==> src/rtl/ebrg_pkg.sv <==
// Constants for the external bus request and grant arbiter
// Contract
// - Idle bus plus request: release buses next cycle; the code releases on the third clock edge, after two sync stages
// - Grant with release; halt unless go mode
// - Go mode: run until external access needed
// - Busy access delays release until after completion
// - Grant allowed between two accesses of instruction
// - Request dropped: ungrant, redrive, resume where halted
// - Arbitration works during boot and reset; the code holds EBRG_OWNED, with no grant, while I_RESET_N is low
// - Hung flag when ready but bus granted; the code also requires the core to be halted
// - On release drop grant, hung, then access; the code does all three on one clock edge
// - Emulator enable selects emulation pins, floats grant
package ebrg_pkg;
    localparam int SYNC_STAGES = 2;
    localparam logic ACTIVE_N = 1'h0;
    localparam logic INACTIVE_N = 1'h1;
    typedef enum logic [1:0] {
        EBRG_OWNED,
        EBRG_WAIT_DONE,
        EBRG_GRANTED
    } ebrg_state_e;
endpackage

==> src/rtl/ebrg_sync.sv <==
// Multi-stage synchroniser for an active-low level
`timescale 1ns/10ps
module ebrg_sync #(
    parameter int STAGES = ebrg_pkg::SYNC_STAGES
) (
    input wire logic i_clk,
    input wire logic i_reset_n,
    input wire logic i_level_n,
    output logic o_level_n
);
    logic [STAGES-1:0] chain;
    logic [STAGES-1:0] next_chain;

    always_comb begin
        next_chain = {chain[STAGES-2:0], i_level_n};
    end

    // Settles to inactive so a request cannot appear out of reset
    always_ff @(posedge i_clk or negedge i_reset_n) begin
        if (!i_reset_n) begin
            chain <= '1;
        end else begin
            chain <= next_chain;
        end
    end

    assign o_level_n = chain[STAGES-1];
endmodule // ebrg_sync

==> src/rtl/ebrg_arbiter.sv <==
// Bus request and grant arbiter between the core and an external master
`timescale 1ns/10ps
module ebrg_arbiter #(
    parameter int SYNC_STAGES = ebrg_pkg::SYNC_STAGES
) (
    input wire logic I_CORE_CLK,
    input wire logic I_RESET_N,
    input wire logic i_bus_request_n,
    input wire logic i_emulator_enable,
    input wire logic i_emu_bus_request_n,
    input wire logic i_go_mode,
    input wire logic i_ext_access_active,
    input wire logic i_ext_access_done,
    input wire logic i_ext_access_pending,
    input wire logic i_instr_ready,
    output logic o_bus_grant_n,
    output logic o_bus_grant_oe,
    output logic o_emu_bus_grant_n,
    output logic o_bus_drive_en,
    output logic o_core_halt,
    output logic o_grant_hung_n,
    output logic o_ext_access_go
);
    logic req_norm_n;
    logic req_emu_n;
    logic req;
    ebrg_pkg::ebrg_state_e state;
    ebrg_pkg::ebrg_state_e next_state;
    logic bus_grant_n, next_bus_grant_n;
    logic bus_grant_oe, next_bus_grant_oe;
    logic emu_bus_grant_n, next_emu_bus_grant_n;
    logic bus_drive_en, next_bus_drive_en;
    logic core_halt, next_core_halt;
    logic grant_hung_n, next_grant_hung_n;
    logic ext_access_go, next_ext_access_go;
    logic granted;

    // Both request pins synchronised; only the selected one is used
    ebrg_sync #(.STAGES(SYNC_STAGES)) u_sync_norm (
        .i_clk(I_CORE_CLK),
        .i_reset_n(I_RESET_N),
        .i_level_n(i_bus_request_n),
        .o_level_n(req_norm_n)
    );
    ebrg_sync #(.STAGES(SYNC_STAGES)) u_sync_emu (
        .i_clk(I_CORE_CLK),
        .i_reset_n(I_RESET_N),
        .i_level_n(i_emu_bus_request_n),
        .o_level_n(req_emu_n)
    );

    always_comb begin
        req = ((i_emulator_enable ? req_emu_n : req_norm_n) == ebrg_pkg::ACTIVE_N);
    end

    always_comb begin
        next_state = state;
        case (state)
            ebrg_pkg::EBRG_OWNED: begin
                if (req) begin
                    // An access already under way must finish first
                    if (i_ext_access_active && !i_ext_access_done) begin
                        next_state = ebrg_pkg::EBRG_WAIT_DONE;
                    end else begin
                        next_state = ebrg_pkg::EBRG_GRANTED;
                    end
                end
            end
            ebrg_pkg::EBRG_WAIT_DONE: begin
                if (!req) begin
                    next_state = ebrg_pkg::EBRG_OWNED;
                end else if (i_ext_access_done || !i_ext_access_active) begin
                    next_state = ebrg_pkg::EBRG_GRANTED;
                end
            end
            ebrg_pkg::EBRG_GRANTED: begin
                if (!req) begin
                    next_state = ebrg_pkg::EBRG_OWNED;
                end
            end
            default: begin
                next_state = ebrg_pkg::EBRG_OWNED;
            end
        endcase
    end

    always_comb begin
        granted = (next_state == ebrg_pkg::EBRG_GRANTED);
        next_bus_drive_en = !granted;
        next_bus_grant_n = granted ? ebrg_pkg::ACTIVE_N : ebrg_pkg::INACTIVE_N;
        next_emu_bus_grant_n = next_bus_grant_n;
        // Normal grant pin floats while the emulator owns arbitration
        next_bus_grant_oe = !i_emulator_enable;
        // Go mode keeps running until an external access is needed
        next_core_halt = granted && (!i_go_mode || i_ext_access_pending);
        next_grant_hung_n = (granted && i_instr_ready && next_core_halt) ?
            ebrg_pkg::ACTIVE_N : ebrg_pkg::INACTIVE_N;
        // Held access may start only once the bus is back
        next_ext_access_go = !granted && i_ext_access_pending;
    end

    // Reset loads the state and every output register; no grant is given while I_RESET_N is low
    always_ff @(posedge I_CORE_CLK or negedge I_RESET_N) begin
        if (!I_RESET_N) begin
            state <= ebrg_pkg::EBRG_OWNED;
            bus_grant_n <= ebrg_pkg::INACTIVE_N;
            bus_grant_oe <= 1'h1;
            emu_bus_grant_n <= ebrg_pkg::INACTIVE_N;
            bus_drive_en <= 1'h1;
            core_halt <= 1'h0;
            grant_hung_n <= ebrg_pkg::INACTIVE_N;
            ext_access_go <= 1'h0;
        end else begin
            state <= next_state;
            bus_grant_n <= next_bus_grant_n;
            bus_grant_oe <= next_bus_grant_oe;
            emu_bus_grant_n <= next_emu_bus_grant_n;
            bus_drive_en <= next_bus_drive_en;
            core_halt <= next_core_halt;
            grant_hung_n <= next_grant_hung_n;
            ext_access_go <= next_ext_access_go;
        end
    end

    assign o_bus_grant_n = bus_grant_n;
    assign o_bus_grant_oe = bus_grant_oe;
    assign o_emu_bus_grant_n = emu_bus_grant_n;
    assign o_bus_drive_en = bus_drive_en;
    assign o_core_halt = core_halt;
    assign o_grant_hung_n = grant_hung_n;
    assign o_ext_access_go = ext_access_go;
endmodule // ebrg_arbiter

==> config.mk <==
export PLATFORM = sky130hd
export DESIGN_NAME = ebrg_arbiter
export DESIGN_NICKNAME = d
export VERILOG_FILES = /design/src/rtl/ebrg_pkg.sv /design/src/rtl/ebrg_sync.sv /design/src/rtl/ebrg_arbiter.sv
export SDC_FILE = /design/constraint.sdc
export NUM_CORES = 1
export LEC_CHECK = 0
export CAP_MARGIN = 40
export CORE_AREA = 3 3 40 42
export DETAILED_ROUTE_END_ITERATION = 16
export DIE_AREA = 0 0 43 45
export DONT_BUFFER_PORTS = 1
export GPL_TIMING_DRIVEN = 0
export HOLD_SLACK_MARGIN = 0.12
export PLACE_DENSITY = 0.46
export REMOVE_ABC_BUFFERS = 1
export SLEW_MARGIN = 40
export SYNTH_ARGS = -nofsm -noshare
export SYNTH_HDL_FRONTEND = slang
export SYNTH_HIERARCHICAL = 1
export SYNTH_SLANG_ARGS = --single-unit
==> constraint.sdc <==
create_clock -name I_CORE_CLK -period 3.15 [get_ports I_CORE_CLK]
set_input_delay 0.4725 -clock I_CORE_CLK [delete_from_list [all_inputs] [get_ports I_CORE_CLK]]
set_output_delay 0.4725 -clock I_CORE_CLK [all_outputs]
set_load 0.03 [all_outputs]
==> Flow_metrics.wiki, run 1 <==
{| class="wikitable"
! Metric !! Value
|-
| Area share of the largest cell type after synthesis || 0.497
|-
| Std-Cell Core Area || 0.00128 mm^2
|-
| Endpoint of the lowest-slack register-to-register path || o_ext_access_go$_DFF_PN0_
|-
| Worst reg-to-reg path cell count || 4
|-
| Met3 layer usage reported by global route || 0.0518
|-
| Endpoint with the worst hold slack || u_sync_norm/chain[0]$_DFF_PN1_
|-
| Layer with the highest usage || met2
|-
| Remaining design rule violation count || 0
|-
| Standby leakage power || 0.000185 uW
|-
| Relative contribution of the clock network to total power || 0.324
|-
| Number of enable flip-flop cells after synthesis || 0
|-
| Switching power summed over all nets || 68.5 uW
|-
| Relative slew slack || 0.680
|-
| Post-synthesis sequential element count || 11
|-
| Category of the most critical setup path || flop to output pin
|-
| Number of antenna cells inserted || 0
|-
| DRT iter0 DRCs || 0
|-
| Number of nets in the layout || 39
|-
| Final non-filler cell area || 410 um^2
|-
| Number of clock sinks seen by CTS || 11
|-
| Share of the core filled with cells in the final layout || 0.319
|-
| Type of origin of the critical path || flop
|-
| Count of nets left with antenna violations after detail routing || 0
|-
| Via count || 190
|-
| Final worst path period share || 0.490
|-
| Maximum clock insertion buffer count || 2
|-
| Most common cell in the synthesized netlist || sky130_fd_sc_hd__dfstp_2
|-
| Setup repair after global routing missed its margin || no
|-
| Syn. warnings || 6
|-
| Number of standard cells in the final layout excluding fillers || 43
|-
| Clock insertion delay at the later pin of the skew report || 0.26 ns
|-
| Count of distinct cell types in the synthesized netlist || 11
|-
| Cells taking the most area after synthesis || sky130_fd_sc_hd__dfstp_2, sky130_fd_sc_hd__dfrtp_1, sky130_fd_sc_hd__buf_4
|-
| Number of max-cap violations || 0
|-
| Worst Hold Depth || 0
|-
| Cell area power density || 678 mW/mm^2
|-
| Largest driver fanout on the critical path || 3
|-
| Starting density of the core || 0.288
|-
| Origin of the worst min-delay path || i_bus_request_n
|-
| Number of setup violations in the final report || 0
|-
| Maximum VDD drop || 0.209 mV
|-
| Hold Violations, Final || 0
|-
| Category of the worst setup path capture point || output pin
|-
| Sum of net half-perimeters after detailed placement || 397 um
|-
| DP Area || 374 um^2
|-
| Setup skew after layout || 0.00161 ns
|-
| Sequential share of the synthesized area || 0.767
|-
| Total Routed Length || 495 um
|-
| Clock transition time at the flip-flop clock pins of the worst setup and hold paths || 0.06 ns
|-
| Die area || 0.00194 mm^2
|-
| Routability-driven placement congestion ratio || 0.633
|-
| Outcome || completed
|-
| Number of global-route vias before repair || 197
|-
| Wire length per cell || 11.5 um
|-
| Clock tree from TritonCTS || built
|-
| Number of antenna violations at the first check in global routing || 0
|-
| Data required time at the worst endpoint || 2.68 ns
|-
| Final Hold Slack || 0.208 ns
|-
| Critical path arrival || 1.07 ns
|-
| Setup TNS || 0 ns
|-
| IO buf count || 0
|-
| Num rows || 13
|-
| Switch share || 0.246
|-
| Mean area per synthesized cell || 14.8 um^2
|-
| Most frequent cells after synthesis || sky130_fd_sc_hd__dfstp_2, sky130_fd_sc_hd__dfrtp_1, sky130_fd_sc_hd__nor2_1
|-
| Residual overflow from global routing || 0
|-
| GRT Overall Usage || 0.0642
|-
| Total count of max-transition violations in the final report || 0
|-
| Leading register cell type out of synthesis || sky130_fd_sc_hd__dfstp_2
|-
| Total number of H-tree levels || 1
|-
| Post-synthesis instance area || 370 um^2
|-
| Startpoint of the worst register-to-register path || u_sync_norm/chain[1]$_DFF_PN1_
|-
| Global routing usage on met1 || 0.0603
|-
| Die width || 43 um
|-
| Number of top-level design ports || 17
|-
| Top cell type by total area after synthesis || sky130_fd_sc_hd__dfstp_2
|-
| Placed instance count || 38
|-
| Clock root buffer || sky130_fd_sc_hd__clkbuf_4
|-
| Highest achievable clock rate || 647 MHz
|-
| Share of total power in sequential cells || 0.628
|-
| Wire length of the first global-routing pass || 807 um
|-
| Largest net degree at the start of global routing || 12
|-
| Chip height || 45 um
|-
| Time the final worst path needs with I/O delays and setup || 1.54 ns
|-
| Share of power burned in combinational logic || 0.048
|-
| Filler instances || 138
|-
| Fraction of final layout cells sized beyond drive strength 1 || 0.500
|-
| Number of instances resized during post-cts repair || 0
|-
| Least-Margin Pin Slew || 0.479 ns
|-
| Power Internal || 210 uW
|-
| First-pass iteration count of the detailed router || 1
|-
| Met2 usage in global routing || 0.0808
|-
| R2R Setup Slk || 1.97 ns
|-
| Number of vias per cell after detailed routing || 4.42
|-
| Hold Crit Class || input port to flop
|-
| Async set or reset register ratio after synthesis || 1.00
|-
| Post-Syn Instances || 25
|-
| Cts bufs inserted || 3
|-
| Layout overhead on the synthesized area || 10.8%
|}
==> worst max-delay path by stage <==
| stage | endpoint | from | slack (ns) | cells past startpoint |
|---|---|---|---|---|
| 2_1_floorplan | o_ext_access_go$_DFF_PN0_ | i_emulator_enable | 1.86 | 4 |
| 5_1_grt | o_bus_drive_en | o_bus_drive_en$_DFF_PN1_ | 1.56 | 0 |
| 4_1_cts | o_bus_grant_n | o_bus_drive_en$_DFF_PN1_ | 1.59 | 0 |
| 6_report | o_bus_drive_en | o_bus_drive_en$_DFF_PN1_ | 1.61 | 0 |
| 3_5_place_dp | o_ext_access_go$_DFF_PN0_ | i_emulator_enable | 1.82 | 4 |
| 3_3_place_gp | o_ext_access_go$_DFF_PN0_ | i_emulator_enable | 1.82 | 4 |
==> timing repair <==
item,CTS,global route
hold buffers,1,0
setup buffers,0,0
setup endpoints to repair,0,0
endpoints found under the hold margin,11,0
==> power by group through the flow <==
stage	registers, uW	logic [uW]	clock network, uW
finish	175	13.5	90.2
global route	176	15.7	104
floorplan	176	8.95	0
global placement	177	9.95	0
detailed placement	177	10.2	0
CTS	175	14.0	96.6
==> state kept, by name (all words and copies together) (netlist names) <==
| signal | count |
|---|---|
| o_core_halt | 1 |
| o_ext_access_go | 1 |
| o_grant_hung_n | 1 |
| o_bus_grant_oe | 1 |
| u_sync_emu/chain | 2 |
| state | 2 |
| o_bus_drive_en | 1 |
| u_sync_norm/chain | 2 |
==> layout by cell type (no fill, tap or decap) <==
| cell type | n |
|---|---|
| sky130_fd_sc_hd__dfstp_2 | 7 |
| sky130_fd_sc_hd__dfrtp_1 | 4 |
| sky130_fd_sc_hd__nor2_1 | 3 |
| sky130_fd_sc_hd__clkbuf_4 | 3 |
| sky130_fd_sc_hd__nand2_1 | 2 |
| sky130_fd_sc_hd__inv_1 | 2 |
| sky130_fd_sc_hd__mux2_4 | 1 |
| sky130_fd_sc_hd__a221o_2 | 1 |
| sky130_fd_sc_hd__inv_2 | 1 |
| sky130_fd_sc_hd__a21oi_1 | 1 |
| sky130_fd_sc_hd__nand3_2 | 1 |
| sky130_fd_sc_hd__clkbuf_1 | 1 |
| sky130_fd_sc_hd__dlygate4sd3_1 | 1 |
==> stage by stage <==
step | total power [uW] | worst slack (ns)
after global routing | 295 | 1.56
after CTS | 286 | 1.59
after detailed placement | 187 | 1.82
final | 278 | 1.61
after floorplan | 185 | 1.86
after global placement | 187 | 1.82
==> cell type report <==
type	instances	area, um^2	area share
Sequential cell	11	284	0.692
Multi-Input combinational cell	9	60.1	0.146
Clock buffer	4	26.3	0.0640
Tap cell	15	18.8	0.0457
Inverter	3	11.3	0.0274
Timing Repair Buffer	1	10.0	0.0244
==> cell families after synthesis <==
group           after synthesis  share of synthesized area
simple gates                  6                     0.0777
buf+inv                       5                     0.0709
compound gates                2                     0.0439
mux                           1                     0.0405
flops                        11                      0.767
==> routing by layer <==
metal  up-vias  wire, um  part of all wire
met2        10       230              0.46
met3         0        97              0.20
met4         0         0                 0
met1        96       167              0.34
met5         -         0                 0
li1         84         -                 -
(Power assumes the default switching activity.)
==> run 2: changes to the inputs <==
--- a/config.mk
+++ b/config.mk
@@ -5,6 +5,7 @@
 export SDC_FILE = /design/constraint.sdc
 export NUM_CORES = 1
 export LEC_CHECK = 0
+export ABC_AREA = 1
 export CAP_MARGIN = 40
 export CORE_AREA = 3 3 40 42
 export DETAILED_ROUTE_END_ITERATION = 16
@@ -12,7 +13,7 @@
 export DONT_BUFFER_PORTS = 1
 export GPL_TIMING_DRIVEN = 0
 export HOLD_SLACK_MARGIN = 0.12
-export PLACE_DENSITY = 0.46
+export PLACE_DENSITY = 0.52
 export REMOVE_ABC_BUFFERS = 1
 export SLEW_MARGIN = 40
 export SYNTH_ARGS = -nofsm -noshare
==> constraint.sdc (replaced) <==
create_clock -name I_CORE_CLK -period 1.4 [get_ports I_CORE_CLK]
set_input_delay 0.21 -clock I_CORE_CLK [delete_from_list [all_inputs] [get_ports I_CORE_CLK]]
set_output_delay 0.21 -clock I_CORE_CLK [all_outputs]
set_load 0.03 [all_outputs]
==> Flow_metrics.wiki, run 2 <==
{| class="wikitable"
! Metric !! Value
|-
| Residual overflow from global routing || 0 (unchanged)
|-
| Largest net degree at the start of global routing || 12 (unchanged)
|-
| Filler instances || 123 (was 138)
|-
| Outcome || completed (unchanged)
|-
| Number of enable flip-flop cells after synthesis || 0 (unchanged)
|-
| Number of antenna violations at the first check in global routing || 0 (unchanged)
|-
| Cell area power density || 1240 mW/mm^2 (was 678 mW/mm^2)
|-
| Hold Violations, Final || 0 (unchanged)
|-
| DRT iter0 DRCs || 1 (was 0)
|-
| Category of the worst setup path capture point || output pin (unchanged)
|-
| Number of top-level design ports || 17 (unchanged)
|-
| Setup skew after layout || 0.00351 ns (was 0.00161 ns)
|-
| Number of clock sinks seen by CTS || 11 (unchanged)
|-
| Total count of max-transition violations in the final report || 0 (unchanged)
|-
| Mean area per synthesized cell || 12.3 um^2 (was 14.8 um^2)
|-
| Number of nets in the layout || 55 (was 39)
|-
| IO buf count || 0 (unchanged)
|-
| Leading register cell type out of synthesis || sky130_fd_sc_hd__dfstp_2 (unchanged)
|-
| Clock insertion delay at the later pin of the skew report || 0.26 ns (about the same)
|-
| Maximum clock insertion buffer count || 2 (unchanged)
|-
| Count of nets left with antenna violations after detail routing || 0 (unchanged)
|-
| Setup repair after global routing missed its margin || no (unchanged)
|-
| GRT Overall Usage || 0.0890 (was 0.0642)
|-
| Number of antenna cells inserted || 0 (unchanged)
|-
| Critical path arrival || 1.09 ns (was 1.07 ns)
|-
| Cells taking the most area after synthesis || sky130_fd_sc_hd__dfstp_2, sky130_fd_sc_hd__dfrtp_1, sky130_fd_sc_hd__inv_1 (was sky130_fd_sc_hd__dfstp_2, sky130_fd_sc_hd__dfrtp_1, sky130_fd_sc_hd__buf_4)
|-
| Number of max-cap violations || 0 (unchanged)
|-
| Endpoint of the lowest-slack register-to-register path || o_core_halt$_DFF_PN0_ (was o_ext_access_go$_DFF_PN0_)
|-
| Setup TNS || 0 ns (unchanged)
|-
| Number of standard cells in the final layout excluding fillers || 59 (was 43)
|-
| Time the final worst path needs with I/O delays and setup || 1.30 ns
|-
| Most common library cell in the layout ignoring fill and taps || sky130_fd_sc_hd__dlygate4sd3_1 (was sky130_fd_sc_hd__dfstp_2)
|-
| Fraction of final layout cells sized beyond drive strength 1 || 0.432 (was 0.500)
|-
| Total Routed Length || 702 um (was 495 um)
|-
| Post-CTS setup repair buffer count || 0 (unchanged)
|-
| Top cell type by total area after synthesis || sky130_fd_sc_hd__dfstp_2 (unchanged)
|-
| Most frequent cells after synthesis || sky130_fd_sc_hd__dfstp_2, sky130_fd_sc_hd__inv_1, sky130_fd_sc_hd__dfrtp_1, sky130_fd_sc_hd__nand2_2 (was sky130_fd_sc_hd__dfstp_2, sky130_fd_sc_hd__dfrtp_1, sky130_fd_sc_hd__nor2_1)
|-
| Worst Setup Slack, final || 0.101 ns (was 1.61 ns)
|-
| Hold Crit Class || input port to flop (unchanged)
|-
| Number of setup violations in the final report || 0 (unchanged)
|-
| Origin of the worst min-delay path || i_ext_access_done (was i_bus_request_n)
|-
| Number of vias per cell after detailed routing || 4.42 (about the same)
|-
| Die width || 43 um (unchanged)
|-
| Overall power after layout || 660 uW (was 278 uW)
|-
| Wire length per cell || 11.9 um (was 11.5 um)
|-
| Std-Cell Core Area || 0.00128 mm^2 (unchanged)
|-
| Async set or reset register ratio after synthesis || 1.00 (unchanged)
|-
| Placed instance count || 47 (was 38)
|-
| Wire length of the first global-routing pass || 1160 um (was 807 um)
|-
| Relative slew slack || 0.683 (was 0.680)
|-
| Category of the most critical setup path || flop to output pin (unchanged)
|-
| Endpoint with the worst hold slack || state[0]$_DFF_PN0_ (was u_sync_norm/chain[0]$_DFF_PN1_)
|-
| Registers with the most flip-flops || state x2, u_sync_emu/chain x2, u_sync_norm/chain x2 (unchanged)
|-
| Least-Margin Pin Slew || 0.474 ns (was 0.479 ns)
|-
| Worst reg-to-reg path cell count || 5 (was 4)
|-
| Pre-CTS setup slack || 0.391 ns (was 1.82 ns)
|-
| Routability-driven placement congestion ratio || 0.718 (was 0.633)
|-
| Count of distinct cell types in the synthesized netlist || 13 (was 11)
|-
| Num rows || 13 (unchanged)
|-
| R2R Setup Slk || 0.44 ns (was 1.97 ns)
|-
| Area share of the largest cell type after synthesis || 0.441 (was 0.497)
|-
| Post-synthesis instance area || 417 um^2 (was 370 um^2)
|-
| Die area || 0.00194 mm^2 (unchanged)
|-
| Final worst path period share || 0.928
|-
| Highest achievable clock rate || 770 MHz
|-
| Share of the core filled with cells in the final layout || 0.413 (was 0.319)
|-
| Remaining design rule violation count || 0 (unchanged)
|-
| Clock tree from TritonCTS || built (unchanged)
|-
| Post-synthesis sequential element count || 11 (unchanged)
|-
| Clock root buffer || sky130_fd_sc_hd__clkbuf_4 (unchanged)
|-
| Largest driver fanout on the critical path || 3 (unchanged)
|-
| Starting density of the core || 0.324 (was 0.288)
|-
| Data required time at the worst endpoint || 1.19 ns (was 2.68 ns)
|-
| Post-Syn Instances || 34 (was 25)
|-
| Clock transition time at the flip-flop clock pins of the worst setup and hold paths || 0.07 ns (was 0.06 ns)
|-
| Cts bufs inserted || 3 (unchanged)
|-
| Total number of H-tree levels || 1 (unchanged)
|-
| Most used cells in the layout excluding fill and tap cells || sky130_fd_sc_hd__dlygate4sd3_1, sky130_fd_sc_hd__inv_1, sky130_fd_sc_hd__dfstp_2 (was sky130_fd_sc_hd__dfstp_2, sky130_fd_sc_hd__dfrtp_1, sky130_fd_sc_hd__nor2_1, sky130_fd_sc_hd__clkbuf_4)
|-
| Maximum VDD drop || 0.699 mV (was 0.209 mV)
|-
| Sequential share of the synthesized area || 0.682 (was 0.767)
|-
| Standby leakage power || 0.000252 uW (was 0.000185 uW)
|-
| First-pass iteration count of the detailed router || 2 (was 1)
|-
| Worst Hold Depth || 3 (was 0)
|-
| Syn. warnings || 6 (unchanged)
|-
| Via count || 261 (was 190)
|-
| Number of global-route vias before repair || 286 (was 197)
|-
| Chip height || 45 um (unchanged)
|-
| Startpoint of the worst register-to-register path || u_sync_emu/chain[1]$_DFF_PN1_ (was u_sync_norm/chain[1]$_DFF_PN1_)
|-
| Type of origin of the critical path || flop (unchanged)
|-
| Layout overhead on the synthesized area || 27.3% (was 10.8%)
|}
[run 2: where the power goes]
| part | internal [uW] | switching, uW |
|---|---|---|
| Sequential | 348 | 44.4 |
| Clock | 110 | 99.4 |
| Combinational | 27.6 | 30.8 |
[run 2: timing repair]
| item | CTS | global route |
|---|---|---|
| endpoints found under the setup margin | 0 | 1 |
| hold endpoints to repair | 17 | 1 |
| gates resized for setup | 0 | 1 |
| hold buffers | 8 | 1 |
[run 2: area by class of cell]
cell class | instances | area, um^2 | share of cell area
Timing Repair Buffer | 8 | 80.1 | 0.151
Inverter | 8 | 30.0 | 0.0566
Multi-Input combinational cell | 13 | 91.3 | 0.172
Tap cell | 15 | 18.8 | 0.0354
Sequential cell | 11 | 284 | 0.535
Clock buffer | 4 | 26.3 | 0.0495
[run 2: worst max path at each step]
stage	from	to	slack, ns	cells past startpoint
after CTS	state[1]$_DFF_PN0_	state[0]$_DFF_PN0_	0.03	4
after global placement	o_bus_drive_en$_DFF_PN1_	o_bus_grant_n	0.39	0
after detailed placement	o_bus_drive_en$_DFF_PN1_	o_bus_drive_en	0.39	0
after global routing	o_bus_drive_en$_DFF_PN1_	o_bus_drive_en	0.06	0
final	o_bus_drive_en$_DFF_PN1_	o_bus_drive_en	0.10	0
after floorplan	o_bus_drive_en$_DFF_PN1_	o_bus_drive_en	0.40	0
[run 2: logic make-up (layout without fill, tap and decap cells)]
family,Yosys count,in the layout,share of synthesized area
buffers and inverters,10,20,0.108
AO/OA/AOI/OAI,2,2,0.0240
flip-flops,11,11,0.682
AND/OR/NAND/NOR,11,11,0.186
[run 2: stage by stage]
step / area (um^2) / hold slack [ns]
global placement: 420 / -0.0853
CTS: 527 / 0.122
global route: 531 / 0.122
finish: 531 / 0.121
floorplan: 402 / -0.0856
detailed placement: 420 / -0.0852
[run 2: per-layer routing]
layer,global-route usage,part of all wire,up-vias
li1,-,-,117
met1,0.0812,0.33,123
met2,0.141,0.50,19
met3,0.0757,0.14,2
met4,0.0422,0.031,0
met5,0,0,-
